## src/hdl/vpsc_pkg.sv

```systemverilog
// Package of the video port switch control: sizes, register map, reset values,
// local bus decoder states, the struct that carries per-sink controls and the DDC bus struct.
// Assumes one 200 MHz clock domain with all pin inputs already synchronous.
package vpsc_pkg;

  // ----------------------------------------------------------------------
  // Sizes
  // ----------------------------------------------------------------------
  localparam int NUM_SRC  = 4;
  localparam int NUM_SINK = 2;
  localparam int SEL_W    = 2;
  localparam int BYTE_W   = 8;
  localparam int CNT_W    = 4;

  // ----------------------------------------------------------------------
  // Register map of the local two-wire bus
  // ----------------------------------------------------------------------
  localparam logic [7:0] REG_SINK1_CTRL = 8'h00;
  localparam logic [7:0] REG_SINK2_CTRL = 8'h01;
  localparam logic [7:0] REG_SINK_PWR   = 8'h02;
  localparam logic [4:0] LB_ADDR_BASE   = 5'h16;
  localparam logic [3:0] LB_BYTE_BITS   = 4'h8;

  // Per-sink controls, in dedicated pin order: select low, select high,
  // output enable (low active), DDC drive enable, de-emphasis.
  typedef struct packed {
    logic             deemph_en;
    logic             ddc_drive_en;
    logic             lane_oe_n;
    logic [SEL_W-1:0] src_sel;
  } vpsc_sink_ctrl_s;

  // One DDC bus: clock and data lines.
  typedef struct packed {
    logic scl;
    logic sda;
  } vpsc_ddc_s;

  localparam vpsc_sink_ctrl_s SINK_CTRL_RST = 5'h04;
  localparam logic            SINK_PWR_RST  = 1'b1;

  // ----------------------------------------------------------------------
  // Local bus decoder states
  // ----------------------------------------------------------------------
  typedef enum logic [8:0] {
    LB_IDLE = 9'h001,
    LB_ADDR = 9'h002,
    LB_AACK = 9'h004,
    LB_PTR  = 9'h008,
    LB_PACK = 9'h010,
    LB_WDAT = 9'h020,
    LB_WACK = 9'h040,
    LB_RDAT = 9'h080,
    LB_RACK = 9'h100
  } vpsc_lb_state_e;

endpackage

```

## src/hdl/vpsc_top.sv

```systemverilog
// Control logic of a four-source, two-sink video port switch.
// Assumes pin inputs are synchronous to clk; pad pull-downs and the analogue
// lane drivers sit outside and use the enables and selects driven here.
`timescale 1ns/1ps

module vpsc_top (
  input  wire logic                                          clk,              // 200 MHz clock
  input  wire logic                                          rst_n,            // Async reset
  input  wire logic                                          ctrl_source_sel,  // 1: pins, 0: bus
  input  wire vpsc_pkg::vpsc_sink_ctrl_s [vpsc_pkg::NUM_SINK-1:0] ctrl_pins_in, // Dedicated pins
  input  wire logic                                          local_bus_clk_in, // Bus clock level
  output logic                                               local_bus_clk_out,// Bus clock drive
  output logic                                               local_bus_clk_oe, // Bus clock enable
  input  wire logic                                          local_bus_dat_in, // Bus data level
  output logic                                               local_bus_dat_out,// Bus data drive
  output logic                                               local_bus_dat_oe, // Bus data enable
  input  wire logic                                          local_addr_bit0,  // Address strap 0
  input  wire logic                                          local_addr_bit1,  // Address strap 1
  input  wire logic [vpsc_pkg::NUM_SRC-1:0]                  src_power_sense,  // Source power
  output logic      [vpsc_pkg::NUM_SRC-1:0]                  src_hotplug_out,  // Source hot-plug
  input  wire logic [vpsc_pkg::NUM_SINK-1:0]                 sink_hotplug_in,  // Sink hot-plug
  output logic      [vpsc_pkg::NUM_SINK-1:0]                 sink_power_out,   // Sink power
  output logic      [vpsc_pkg::NUM_SINK-1:0][vpsc_pkg::SEL_W-1:0] sink_lane_sel, // Lane mux
  output logic      [vpsc_pkg::NUM_SINK-1:0]                 sink_lane_en,     // Lane drivers on
  output logic      [vpsc_pkg::NUM_SINK-1:0]                 sink_deemph_en,   // De-emphasis
  input  wire vpsc_pkg::vpsc_ddc_s [vpsc_pkg::NUM_SRC-1:0]   src_ddc_in,       // Source DDC level
  output vpsc_pkg::vpsc_ddc_s [vpsc_pkg::NUM_SRC-1:0]        src_ddc_out,      // Source DDC drive
  output vpsc_pkg::vpsc_ddc_s [vpsc_pkg::NUM_SRC-1:0]        src_ddc_oe,       // Source DDC pull
  input  wire vpsc_pkg::vpsc_ddc_s [vpsc_pkg::NUM_SINK-1:0]  sink_ddc_in,      // Sink DDC level
  output vpsc_pkg::vpsc_ddc_s [vpsc_pkg::NUM_SINK-1:0]       sink_ddc_out,     // Sink DDC drive
  output vpsc_pkg::vpsc_ddc_s [vpsc_pkg::NUM_SINK-1:0]       sink_ddc_oe       // Sink DDC pull
);
  import vpsc_pkg::*;

  // ----------------------------------------------------------------------
  // Helpers
  // ----------------------------------------------------------------------
  function automatic logic [NUM_SRC-1:0] src_onehot(input logic [SEL_W-1:0] sel);
    src_onehot = '0;
    src_onehot[sel] = 1'b1;
  endfunction

  vpsc_sink_ctrl_s [NUM_SINK-1:0] ctrl_reg_ff;
  logic                           pwr_en_ff;
  logic [7:0]                     ptr_ff;

  function automatic logic [7:0] reg_read(input logic [7:0] idx,
                                          input vpsc_sink_ctrl_s [NUM_SINK-1:0] cr,
                                          input logic pe);
    reg_read = '0;
    if (idx == REG_SINK1_CTRL) begin
      reg_read = {3'h0, cr[0]};
    end else if (idx == REG_SINK2_CTRL) begin
      reg_read = {3'h0, cr[1]};
    end else if (idx == REG_SINK_PWR) begin
      reg_read = {7'h00, pe};
    end
  endfunction

  // ----------------------------------------------------------------------
  // Local two-wire bus slave
  // ----------------------------------------------------------------------
  vpsc_lb_state_e   lb_state_ff;
  logic             scl_prev_ff;
  logic             sda_prev_ff;
  logic [CNT_W-1:0] bit_cnt_ff;
  logic [7:0]       shift_ff;
  logic [7:0]       tx_ff;
  logic             rw_ff;
  logic             sda_oe_ff;
  logic             bus_mode;
  logic             scl_rise;
  logic             scl_fall;
  logic             lb_start;
  logic             lb_stop;
  logic             byte_done;
  logic             wr_stb;
  logic [6:0]       my_addr;
  logic [7:0]       rd_byte;

  assign bus_mode  = !ctrl_source_sel;
  assign scl_rise  = local_bus_clk_in && !scl_prev_ff;
  assign scl_fall  = !local_bus_clk_in && scl_prev_ff;
  assign lb_start  = local_bus_clk_in && scl_prev_ff && sda_prev_ff && !local_bus_dat_in;
  assign lb_stop   = local_bus_clk_in && scl_prev_ff && !sda_prev_ff && local_bus_dat_in;
  assign byte_done = (bit_cnt_ff == LB_BYTE_BITS);
  assign my_addr   = {LB_ADDR_BASE, local_addr_bit1, local_addr_bit0};
  assign wr_stb    = bus_mode && (lb_state_ff == LB_WDAT) && scl_fall && byte_done;
  assign rd_byte   = reg_read(ptr_ff, ctrl_reg_ff, pwr_en_ff);

  always_ff @(posedge clk or negedge rst_n) begin
    if (!rst_n) begin
      scl_prev_ff <= 1'b1;
      sda_prev_ff <= 1'b1;
    end else begin
      scl_prev_ff <= local_bus_clk_in;
      sda_prev_ff <= local_bus_dat_in;
    end
  end

  // Bus transaction sequencer; pin mode holds it idle and released.
  always_ff @(posedge clk or negedge rst_n) begin
    if (!rst_n) begin
      lb_state_ff <= LB_IDLE;
      bit_cnt_ff  <= '0;
      shift_ff    <= '0;
      tx_ff       <= '0;
      rw_ff       <= 1'b0;
      ptr_ff      <= '0;
      sda_oe_ff   <= 1'b0;
    end else if (!bus_mode) begin
      lb_state_ff <= LB_IDLE;
      sda_oe_ff   <= 1'b0;
    end else if (lb_stop) begin
      lb_state_ff <= LB_IDLE;
      sda_oe_ff   <= 1'b0;
    end else if (lb_start) begin
      lb_state_ff <= LB_ADDR;
      bit_cnt_ff  <= '0;
      sda_oe_ff   <= 1'b0;
    end else begin
      case (lb_state_ff)
        LB_ADDR, LB_PTR, LB_WDAT: begin
          if (scl_rise && !byte_done) begin
            shift_ff   <= {shift_ff[6:0], local_bus_dat_in};
            bit_cnt_ff <= bit_cnt_ff + 1'b1;
          end else if (scl_fall && byte_done) begin
            sda_oe_ff <= 1'b1;
            if (lb_state_ff == LB_ADDR) begin
              rw_ff <= shift_ff[0];
              if (shift_ff[7:1] == my_addr) begin
                lb_state_ff <= LB_AACK;
              end else begin
                lb_state_ff <= LB_IDLE;
                sda_oe_ff   <= 1'b0;
              end
            end else if (lb_state_ff == LB_PTR) begin
              ptr_ff      <= shift_ff;
              lb_state_ff <= LB_PACK;
            end else begin
              ptr_ff      <= ptr_ff + 1'b1;
              lb_state_ff <= LB_WACK;
            end
          end
        end
        LB_AACK: begin
          if (scl_fall) begin
            bit_cnt_ff <= '0;
            if (rw_ff) begin
              tx_ff       <= rd_byte;
              sda_oe_ff   <= !rd_byte[7];
              ptr_ff      <= ptr_ff + 1'b1;
              lb_state_ff <= LB_RDAT;
            end else begin
              sda_oe_ff   <= 1'b0;
              lb_state_ff <= LB_PTR;
            end
          end
        end
        LB_PACK, LB_WACK: begin
          if (scl_fall) begin
            bit_cnt_ff  <= '0;
            sda_oe_ff   <= 1'b0;
            lb_state_ff <= LB_WDAT;
          end
        end
        LB_RDAT: begin
          if (scl_rise) begin
            bit_cnt_ff <= bit_cnt_ff + 1'b1;
          end else if (scl_fall) begin
            if (byte_done) begin
              sda_oe_ff   <= 1'b0;
              lb_state_ff <= LB_RACK;
            end else begin
              tx_ff     <= {tx_ff[6:0], 1'b0};
              sda_oe_ff <= !tx_ff[6];
            end
          end
        end
        LB_RACK: begin
          if (scl_rise) begin
            rw_ff <= !local_bus_dat_in;
          end else if (scl_fall) begin
            bit_cnt_ff <= '0;
            if (rw_ff) begin
              tx_ff       <= rd_byte;
              sda_oe_ff   <= !rd_byte[7];
              ptr_ff      <= ptr_ff + 1'b1;
              lb_state_ff <= LB_RDAT;
            end else begin
              lb_state_ff <= LB_IDLE;
            end
          end
        end
        default: begin
          lb_state_ff <= LB_IDLE;
        end
      endcase
    end
  end

  assign local_bus_clk_out = 1'b0;
  assign local_bus_clk_oe  = 1'b0;
  assign local_bus_dat_out = 1'b0;
  assign local_bus_dat_oe  = sda_oe_ff;

  // ----------------------------------------------------------------------
  // Control registers
  // ----------------------------------------------------------------------
  always_ff @(posedge clk or negedge rst_n) begin
    if (!rst_n) begin
      ctrl_reg_ff <= {NUM_SINK{SINK_CTRL_RST}};
      pwr_en_ff   <= SINK_PWR_RST;
    end else if (wr_stb) begin
      if (ptr_ff == REG_SINK1_CTRL) begin
        ctrl_reg_ff[0] <= shift_ff[4:0];
      end else if (ptr_ff == REG_SINK2_CTRL) begin
        ctrl_reg_ff[1] <= shift_ff[4:0];
      end else if (ptr_ff == REG_SINK_PWR) begin
        pwr_en_ff <= shift_ff[0];
      end
    end
  end

  // ----------------------------------------------------------------------
  // Per-sink switching
  // ----------------------------------------------------------------------
  vpsc_sink_ctrl_s [NUM_SINK-1:0]             eff_ctrl;
  logic            [NUM_SINK-1:0][NUM_SRC-1:0] sel_hot;
  logic                                        eff_pwr_en;
  vpsc_ddc_s       [NUM_SINK-1:0]             sink_ddc_oe_ff;
  vpsc_ddc_s       [NUM_SRC-1:0]              src_ddc_oe_ff;

  // Pin mode ignores the power register and leaves sink power to the source.
  assign eff_pwr_en = ctrl_source_sel ? 1'b1 : pwr_en_ff;

  for (genvar j = 0; j < NUM_SINK; j++) begin : g_sink
    logic      sel_pwr;
    vpsc_ddc_s src_lvl;
    vpsc_ddc_s src_own;

    assign eff_ctrl[j] = ctrl_source_sel ? ctrl_pins_in[j] : ctrl_reg_ff[j];
    assign sel_hot[j]  = src_onehot(eff_ctrl[j].src_sel);
    assign sel_pwr     = src_power_sense[eff_ctrl[j].src_sel];
    assign src_lvl     = src_ddc_in[eff_ctrl[j].src_sel];
    assign src_own     = src_ddc_oe_ff[eff_ctrl[j].src_sel];

    always_ff @(posedge clk or negedge rst_n) begin
      if (!rst_n) begin
        sink_lane_sel[j]  <= '0;
        sink_lane_en[j]   <= 1'b0;
        sink_deemph_en[j] <= 1'b0;
        sink_power_out[j] <= 1'b0;
      end else begin
        sink_lane_sel[j]  <= eff_ctrl[j].src_sel;
        sink_lane_en[j]   <= !eff_ctrl[j].lane_oe_n && sel_pwr;
        sink_deemph_en[j] <= eff_ctrl[j].deemph_en;
        sink_power_out[j] <= sel_pwr && eff_pwr_en;
      end
    end

    // Only lows that the device does not drive itself are forwarded.
    always_ff @(posedge clk or negedge rst_n) begin
      if (!rst_n) begin
        sink_ddc_oe_ff[j] <= '0;
      end else begin
        sink_ddc_oe_ff[j].scl <= eff_ctrl[j].ddc_drive_en && !src_lvl.scl && !src_own.scl;
        sink_ddc_oe_ff[j].sda <= eff_ctrl[j].ddc_drive_en && !src_lvl.sda && !src_own.sda;
      end
    end

  end

  // ----------------------------------------------------------------------
  // Per-source hot-plug and DDC return path
  // ----------------------------------------------------------------------
  for (genvar s = 0; s < NUM_SRC; s++) begin : g_src
    logic hp_any;
    logic scl_low;
    logic sda_low;

    always_comb begin
      hp_any  = 1'b0;
      scl_low = 1'b0;
      sda_low = 1'b0;
      for (int k = 0; k < NUM_SINK; k++) begin
        if (sel_hot[k][s]) begin
          hp_any  = hp_any  | sink_hotplug_in[k];
          scl_low = scl_low | (!sink_ddc_in[k].scl && !sink_ddc_oe_ff[k].scl);
          sda_low = sda_low | (!sink_ddc_in[k].sda && !sink_ddc_oe_ff[k].sda);
        end
      end
    end

    always_ff @(posedge clk or negedge rst_n) begin
      if (!rst_n) begin
        src_hotplug_out[s] <= 1'b0;
        src_ddc_oe_ff[s]   <= '0;
      end else begin
        src_hotplug_out[s]   <= hp_any;
        src_ddc_oe_ff[s].scl <= src_power_sense[s] && scl_low;
        src_ddc_oe_ff[s].sda <= src_power_sense[s] && sda_low;
      end
    end

  end

  assign src_ddc_oe   = src_ddc_oe_ff;
  assign src_ddc_out  = '0;
  assign sink_ddc_oe  = sink_ddc_oe_ff;
  assign sink_ddc_out = '0;
endmodule

```

## config.mk

```make
export PLATFORM = sky130hd
export DESIGN_NAME = vpsc_top
export DESIGN_NICKNAME = d
export VERILOG_FILES = /design/src/hdl/vpsc_pkg.sv /design/src/hdl/vpsc_top.sv
export SDC_FILE = /design/constraint.sdc
export NUM_CORES = 1
export LEC_CHECK = 0
export BUFFER_PORTS_ARGS = -buffer_cell sky130_fd_sc_hd__buf_2
export CAP_MARGIN = 10
export CELL_PAD_IN_SITES_DETAIL_PLACEMENT = 0
export CELL_PAD_IN_SITES_GLOBAL_PLACEMENT = 1
export CORE_MARGIN = 10
export CORE_UTILIZATION = 43
export CTS_CLUSTER_DIAMETER = 40
export DETAILED_ROUTE_END_ITERATION = 10
export PLACE_DENSITY_LB_ADDON = 0.1
export SYNTH_ARGS = -nofsm -noshare
export SYNTH_HDL_FRONTEND = slang
export SYNTH_SLANG_ARGS = --single-unit
```

## constraint.sdc

```tcl
create_clock -name clk -period 2.7 [get_ports clk]
set_input_delay 0.27 -clock clk [delete_from_list [all_inputs] [get_ports clk]]
set_output_delay 0.27 -clock clk [all_outputs]
set_load 0.1 [all_outputs]
```

==> impl_metrics.tcl, run 1 <==
set metrics [dict create \
    reg2reg_slack_ns 0.48 \
    core_um2 9770 \
    total_power_w 0.00245 \
    worstSetupPathType "reg2reg" \
    yosys-top-cells-count "dfrtp_1 (71), nor2_1 (48), a21oi_1 (33)" \
    path_max_fanout 6 \
    clock_tree.buffer_depth 2 \
    cp-startpoint "bit_cnt_ff[0]" \
    fillerInstances 953 \
    drive_above_1_share 0.244 \
    grt_max_degree 78 \
    wl_per_cell_um 17.5 \
    grt_first_pass_wirelength_mm 18.7 \
    gp_congestion 0.830 \
    grt_pass1_vias 3533 \
    area.growth.synth_to_final_pct 13.2 \
    setup_viol 0 \
    dpl.hpwl_mm 8.52 \
    synth_seq_area_share 0.449 \
    hold_path_class "in2async" \
    synth.distinct_cells 63 \
    dr_wl_met2_mm 5.51 \
    cts_setup_buffers 0 \
    drt_first_pass_iters 4 \
    yosys_register_bits 77 \
    grt_use_total 0.160 \
    setup_tns_ns 0 \
    wl_met1_mm 4.98 \
    relSlewSlack 0.345 \
    slew_violations 0 \
    yosysTopAreaCellShare 0.413 \
    numCtsBuffers 9 \
    r2r-start "bit_cnt_ff[0]" \
    tritoncts "yes" \
    routed_wl_mm 11.2 \
    vias 3472 \
    finalHoldViolCount 0 \
    required_ns 2.94 \
    worst_pin_slew_ns 0.983 \
    regArea_um2 1930 \
    clock_latency_ns 0.35 \
    clock.fmax_mhz 450 \
    synth_ff_type "dfrtp_1" \
    ys_warn_count 0 \
    start_util 0.441 \
    syn-mean-instance-area_um2 9.77 \
    die_area_um2 14400 \
    clock-sinks 77 \
    worstRegToRegCells 8 \
    critPathCaptureType "flop" \
    io_buffer_count 61 \
    synth_enable_flop_cells 0 \
    stdcell_count 642 \
    powerDensity_nw_per_um2 502 \
    die_w_um 120 \
    outcome "completed" \
    drt_iter0_drc 171 \
    antenna_found_initial 0 \
    syn_inst 441 \
    synth_most_common_cell "dfrtp_1" \
    timing.rr.end "ctrl_reg_ff[5]" \
    layout.nets 546 \
    multi_input_area_um2 2180 \
    cp-endpoint "ctrl_reg_ff[5]" \
    synthTopCellsByArea "dfrtp_1 (41%), mux2i_1 (4.2%), nor2_1 (4.2%)" \
    die_h_um 120 \
    drv_cap 0 \
    min_period_ns 2.22 \
    ctsRootBufferMaster "clkbuf_8" \
    clock-skew-final_ns 0.00782 \
    cts-htree-levels 3 \
    antennaDiodeCount 0 \
    place_inst 627 \
    cts_resized 0 \
    drc 0 \
    irDropWorstVdd_v 0.000329 \
    synth_top_area_cell "dfrtp_1" \
    gr-total-overflow 0 \
    io_pins 77 \
    cp.arrival_ns 2.46 \
    postCtsHoldBufs 0 \
    synth-async-reset-ratio 1.00 \
    clkTransAtPathRegs_ns 0.08 \
    leakagePower_nw 2.31 \
    postRouteAntennaNets 0 \
    viasPerCell 5.41 \
    cp-start-kind "flop" \
    row_count 36 \
    rsz0062_at_grt "false" \
    fin_crit_sh 0.823 \
    synth_area_um2 4310 \
    top_layer "met4" \
    wl_met3_um 636 \
]
==> worst min-delay path by stage <==
stage,endpoint,start,cells after the start,slack [ns]
floorplan,bit_cnt_ff[0],rst_n,0,-0.03
global placement,scl_prev_ff,local_bus_clk_in,1,0.45
detailed placement,scl_prev_ff,local_bus_clk_in,1,0.45
CTS,scl_prev_ff,local_bus_clk_in,1,0.07
global route,scl_prev_ff,local_bus_clk_in,1,0.07
finish,sink_lane_sel[2],rst_n,1,0.06
==> layout by cell type, fill, tap and decap left out, types with 3 or more instances in the layout <==
cell type  synthesis  final
nand3_1           13     13
o21a_1             3      3
xor2_1             4      4
a31oi_1            3      3
and3_1             3      3
and2_1             3      3
nor3b_1            3      3
buf_2              7     60
nor2_1            48     48
mux2_4             5      5
nor2b_1           16     16
xnor2_1            3      3
clkbuf_8           0     11
conb_1             1     15
o22ai_1            4      4
a21oi_1           33     33
a22oi_1            9      9
nand2_1           32     32
dfrtp_1           71     71
nand4_1            5      5
inv_1             14     14
o21ai_0           14     14
nor3_1            17     17
dfstp_2            6      6
mux2i_1           18     18
mux2_2            15     15
buf_4             18     10
nand2b_1           4      4
a211oi_1          12     12
ha_1               6      6
a22o_1             5      5
==> report_power, final <==
group | total, W | internal [W] | switching [W]
Clock | 0.000798 | 0.000378 | 0.000420
Sequential | 0.00119 | 0.00118 | 0.0000137
Combinational | 0.000459 | 0.0000802 | 0.000379
Total | 0.00245 | 0.00164 | 0.000812
==> per-layer routing <==
metal	GRT usage	vias up
li1	-	1683
met1	0.206	1700
met2	0.261	80
met3	0.0342	9
met4	0.0566	0
met5	0	-
==> critical path, cell delays in order (launching register included) <==
cell and delay [ns]:
dfrtp_1 0.43, inv_1 0.08, ha_1 0.16, and3b_1 0.24, nand2_1 0.17, nor4_2 0.35, and2b_1 0.21, nand2_2 0.14
mux2_4 0.33
==> final cells by class <==
cell class	count	share of cell area
Inverter	14	0.0108
Clock inverter	2	0.00205
Clock buffer	13	0.0326
Timing Repair Buffer	70	0.0770
Sequential cell	77	0.397
Multi-Input combinational cell	333	0.447
Tap cell	133	0.0341
==> state kept, by name (all words and copies together) (netlist names), 4 cells and up <==
signal / flops
ctrl_reg_ff: 10
lb_state_ff: 9
ptr_ff: 8
shift_ff: 8
src_ddc_oe: 8
tx_ff: 7
bit_cnt_ff: 4
sink_ddc_oe: 4
sink_lane_sel: 4
src_hotplug_out: 4
==> through the flow <==
stage | hold slack [ns] | worst slack, ns | util | cell area [um^2]
6_report | 0.0612 | 0.478 | 0.499 | 4880
5_1_grt | 0.0689 | 0.248 | 0.499 | 4880
4_1_cts | 0.0704 | 0.464 | 0.499 | 4880
3_5_place_dp | 0.449 | 0.481 | 0.482 | 4710
3_3_place_gp | 0.450 | 0.530 | 0.482 | 4710
2_1_floorplan | -0.0256 | 0.722 | - | 4360
==> cell families after synthesis <==
logic type | share of synthesized area
xor gates and xnor gates | 0.0142
other | 0.000871
DFF | 0.449
muxes | 0.101
buffers and inverters | 0.0569
adders and majority gates | 0.0174
AOI/OAI and AO/OA | 0.158
and+or+nand+nor | 0.203
No activity file was read; power rests on OpenSTA's default activity.
==> inputs of run 2 (changes only) <==
Settings changed: ABC_AREA set to 1, CORE_UTILIZATION 43 to 41.
Clock period 2.7 ns to 2.1 ns, I/O delays scaled along.
==> impl_metrics.tcl, run 2 <==
set metrics [dict create \
    place_ws_ns 0.0223 \
    viasPerCell 4.90 \
    tritoncts "yes" \
    relSlewSlack 0.673 \
    synth-async-reset-ratio 1.00 \
    crit_path_cell_trace "dlygate4sd3_1, buf_2, nand2_1, o21ai_2, nor2_1, inv_1, nor2_1, nand2_1, nand4_1, buf_4, nand2_1, o21ai_1, inv_1" \
    antenna_found_initial 0 \
    required_ns 2.36 \
    die_h_um 124 \
    ctsRootBufferMaster "clkbuf_8" \
    layout.nets 723 \
    reg_top3 "ctrl_reg_ff: 10 flops, lb_state_ff: 9 flops" \
    setup_viol 0 \
    routed_wl_mm 12.3 \
    holdWs_ns 0.0186 \
    die_w_um 124 \
    layout_common_cells "nand2_1 (156), inv_1 (94), dfrtp_1 (71)" \
    critPathCaptureType "flop" \
    drt_iter0_drc 276 \
    fin_crit_sh 0.939 \
    clkTransAtPathRegs_ns 0.08 \
    setup_tns_ns 0 \
    cp_slowest_stage_delay_ns 0.53 \
    worstSetupPathType "in2reg" \
    hold_path_class "in2reg" \
    timing.critical_path.buf_inv 5 \
    finalHoldViolCount 0 \
    crit_top_cell "nand2_1" \
    powerDensity_nw_per_um2 648 \
    synth_most_common_cell "nand2_1" \
    yosys_register_bits 77 \
    cts-htree-levels 3 \
    grt_use_total 0.167 \
    synth_area_um2 4400 \
    irDropWorstVdd_v 0.000387 \
    area.growth.synth_to_final_pct 16.9 \
    start_util 0.424 \
    gp_congestion 0.955 \
    synth_ff_type "dfrtp_1" \
    outcome "completed" \
    synth.distinct_cells 38 \
    drive_above_1_share 0.188 \
    vias 4029 \
    cp-start-kind "input pin" \
    synthTopCellsByArea "dfrtp_1 (40%), nand2_1 (14%), inv_1 (8.1%)" \
    crit_family "buffers and inverters" \
    path_max_fanout 4 \
    cp_slowest_cell "dlygate4sd3_1" \
    synth_top_area_cell "dfrtp_1" \
    cp.arrival_ns 2.23 \
    grt_pass1_vias 3867 \
    antennaDiodeCount 0 \
    clock_tree.buffer_depth 2 \
    clock-skew-final_ns 0.00842 \
    post_dp_cell_area_um2 4880 \
    yosys-top-cells-count "nand2_1 (163), inv_1 (95), dfrtp_1 (71)" \
    grt_max_degree 43 \
    postRouteAntennaNets 0 \
    grt_first_pass_wirelength_mm 20.0 \
    ys_warn_count 0 \
    drv_cap 0 \
    final.setup.worst_slack_ns 0.129 \
    numCtsBuffers 9 \
    clock_latency_ns 0.36 \
    synth_seq_area_share 0.440 \
    drc 0 \
    slew_violations 0 \
    final_common_cell "nand2_1" \
    total_power_w 0.00333 \
    wl_per_cell_um 14.9 \
    fin_area_um2 5140 \
    dpl.hpwl_mm 9.60 \
    worst_pin_slew_ns 0.478 \
    drt_first_pass_iters 6 \
    top_register "ctrl_reg_ff" \
    io_buffer_count 61 \
    largest_reg_flops 10 \
    clock-sinks 77 \
    min_period_ns 1.97 \
    clock.fmax_mhz 507 \
    syn-mean-instance-area_um2 7.30 \
    syn_inst 602 \
    fillerInstances 1066 \
    core_um2 10400 \
    yosysTopAreaCellShare 0.404 \
    gr-total-overflow 0 \
    die_area_um2 15300 \
    synth_enable_flop_cells 0 \
    leakagePower_nw 2.66 \
    io_pins 77 \
    row_count 37 \
]
==> run 2: through the flow <==
| step | std cells | utilization |
|---|---|---|
| floorplan | 616 | - |
| global placement | 802 | 0.470 |
| detailed placement | 802 | 0.470 |
| CTS | 820 | 0.489 |
| global route | 823 | 0.496 |
| finish | 823 | 0.496 |
==> run 2: what timing repair did <==
item,in CTS,in global routing
gates resized for setup,0,14
hold endpoints to repair,34,1
setup endpoints to repair,0,40
setup buffers,0,2
hold buffers,2,1
==> run 2: cell families after synthesis <==
logic type	share of synthesized area
flops	0.440
xor+xnor	0.00598
fa+ha+maj	0.0171
compound gates	0.148
buf+inv	0.121
simple gates	0.267
other cells	0.000853
==> run 2: layer usage <==
| layer | GRT usage | vias up | wire length (um) |
|---|---|---|---|
| li1 | - | 2037 | - |
| met1 | 0.225 | 1867 | 5650 |
| met2 | 0.259 | 111 | 5610 |
| met3 | 0.0383 | 14 | 849 |
| met4 | 0.0531 | 0 | 151 |
| met5 | 0 | - | 0 |
==> run 2: worst paths after layout <==
| path | start | to | slack, ns | depth (start not counted) |
|---|---|---|---|---|
| max in group asynchronous | rst_n | scl_prev_ff | 1.08 | 3 |
| max | local_bus_clk_in | lb_state_ff[8] | 0.13 | 13 |
| max reg2reg | sda_prev_ff | lb_state_ff[8] | 0.15 | 12 |
| min in group asynchronous | rst_n | src_hotplug_out[1] | 0.35 | 2 |
| min reg2reg | local_bus_dat_oe | local_bus_dat_oe | 0.48 | 2 |
| min | ctrl_pins_in[7] | sink_lane_en[1] | 0.02 | 2 |
==> run 2: report_power, final <==
group | leakage (nW) | internal (W) | switching, W
sequential | 0.945 | 0.00154 | 0.0000352
combinational | 1.62 | 0.000130 | 0.000584
clock | 0.0877 | 0.000496 | 0.000547
==> run 2: layout make-up <==
class	count	area (um^2)	share of cell area
sequential	77	1930	0.376
timing repair buffer	79	463	0.0900
inverter	99	372	0.0723
clock buffer	15	166	0.0324
multi-input combinational	416	2030	0.395
clock inverter	1	5.00	0.000973
tap	136	170	0.0331
==> inputs of run 3 (changes only) <==
Settings changed: SETUP_SLACK_MARGIN set to 0.15.
==> impl_metrics.tcl, run 3 (same netlist as run 2, synthesis figures left out) <==
set metrics [dict create \
    outcome "completed" \
    pwr-share-clk 0.310 \
    drc 0 \
    internal_power_w 0.00218 \
    finalHoldViolCount 0 \
    clkTransAtPathRegs_ns 0.08 \
    slew_violations 0 \
    min_period_ns 1.89 \
    pwr-share-seq 0.469 \
    worstSetupPathType "reg2reg" \
    antennaDiodeCount 0 \
    viasPerCell 4.93 \
    io_buffer_count 61 \
    irDropWorstVdd_v 0.000387 \
    area.growth.synth_to_final_pct 21.8 \
    final_common_cell "nand2_1" \
    top_register "ctrl_reg_ff" \
    layout_common_cells "nand2_1 (151), inv_1 (91), dfrtp_1 (70)" \
    drive_above_1_share 0.229 \
    ctsRootBufferMaster "clkbuf_8" \
    tritoncts "yes" \
    hold_path_class "in2reg" \
    numCtsBuffers 9 \
    relSlewSlack 0.673 \
    place_ws_ns 0.0223 \
    total_power_w 0.00335 \
    grt_max_degree 43 \
    cts-htree-levels 3 \
    row_count 37 \
    largest_reg_flops 10 \
    post_dp_cell_area_um2 4880 \
    worst_pin_slew_ns 0.478 \
    switchingPower_w 0.00118 \
    reg_top3 "ctrl_reg_ff: 10 flops, lb_state_ff: 9 flops" \
    cp-start-kind "flop" \
    utilization 0.516 \
    powerDensity_nw_per_um2 627 \
    die_area_um2 15300 \
    grt_pass1_vias 3901 \
    wl_per_cell_um 15.2 \
    gp_congestion 0.955 \
    fillerInstances 1053 \
    leakagePower_nw 2.73 \
    clock.fmax_mhz 530 \
    postRouteAntennaNets 0 \
    drt_first_pass_iters 5 \
    rsz0062_at_grt "false" \
    power.share.combinational 0.221 \
    setup_viol 0 \
    fin_area_um2 5350 \
    grt_first_pass_wirelength_mm 20.1 \
    start_util 0.424 \
    vias 4089 \
    io_pins 77 \
    clock_latency_ns 0.36 \
    critPathCaptureType "flop" \
    final.setup.worst_slack_ns 0.213 \
    drv_cap 0 \
    setup_tns_ns 0 \
    sw_frac_of_total 0.351 \
    routed_wl_mm 12.6 \
    clock-skew-final_ns 0.00592 \
    die_w_um 124 \
    dpl.hpwl_mm 9.60 \
    drt_iter0_drc 287 \
    fin_crit_sh 0.899 \
    die_h_um 124 \
    antenna_found_initial 0 \
    layout.nets 730 \
    grt_use_total 0.167 \
    clock_tree.buffer_depth 2 \
    required_ns 2.36 \
    clock-sinks 77 \
    cp.arrival_ns 2.14 \
    core_um2 10400 \
    gr-total-overflow 0 \
    path_max_fanout 9 \
]
run 3: changes by cell type in the layout (fill, tap and decap cells not counted), sizes merged:
cell / delta
buf: +6
nand3: +1
run 3: what timing repair did:
item,4_1_cts,5_1_grt
hold buffers,2,1
endpoints found under the hold margin,34,1
gates resized for setup,4,53
pin swaps,1,10
buffers inserted,1,7
endpoints found under the setup margin,18,44
cloned,0,1
run 3: stage by stage:
| step | hold WS (ns) | std cells |
|---|---|---|
| final | 0.0187 | 830 |
| after global routing | 0.00377 | 830 |
| after global placement | 0.205 | 802 |
| after floorplan | -0.0856 | 616 |
| after detailed placement | 0.209 | 802 |
| after CTS | 0.000540 | 821 |
run 3: critical path, cell delays in order, from the launching register on:
cell and delay, ns:
dfstp_2 0.56, nand2_2 0.10, o21ai_4 0.19, nor2_4 0.08
buf_6 0.15, nand3_1 0.12, nand4_1 0.20, buf_4 0.22
o21ai_1 0.12, inv_1 0.05
run 3: final timing paths:
check	end	slack, ns	cells past startpoint	startpoint
max	lb_state_ff[8]	0.21	9	scl_prev_ff
min	sink_lane_en[1]	0.02	2	ctrl_pins_in[7]
min in group asynchronous	src_hotplug_out[0]	0.35	2	rst_n
max in group asynchronous	scl_prev_ff	1.09	3	rst_n
min reg2reg	local_bus_dat_oe	0.48	2	local_bus_dat_oe
max reg2reg	lb_state_ff[8]	0.21	9	scl_prev_ff
run 3: power by group through the flow:
stage	Sequential [W]	Combinational (W)	Clock (W)
finish	0.00157	0.000740	0.00104
global route	0.00158	0.000794	0.00114
CTS	0.00157	0.000715	0.00107
detailed placement	0.00160	0.000710	0
global placement	0.00160	0.000705	0
floorplan	0.00185	0.000305	0
run 3: layout make-up:
class                           instances  area [um^2]  share of cell area
Sequential cell                        77         1940               0.362
Clock buffer                           15          166              0.0311
Multi-Input combinational cell        417         2190               0.409
Clock inverter                          1         5.00            0.000935
Tap cell                              136          170              0.0318
Inverter                               99          374              0.0699
Timing Repair Buffer                   85          515              0.0963
run 3: metal layers:
metal  GRT usage  vias up  routed length (um)
met4      0.0531        0                 146
met5           0        -                   0
met3      0.0383       13                 888
met1       0.224     1907                5770
met2       0.263      116                5820
li1            -     2053                   -
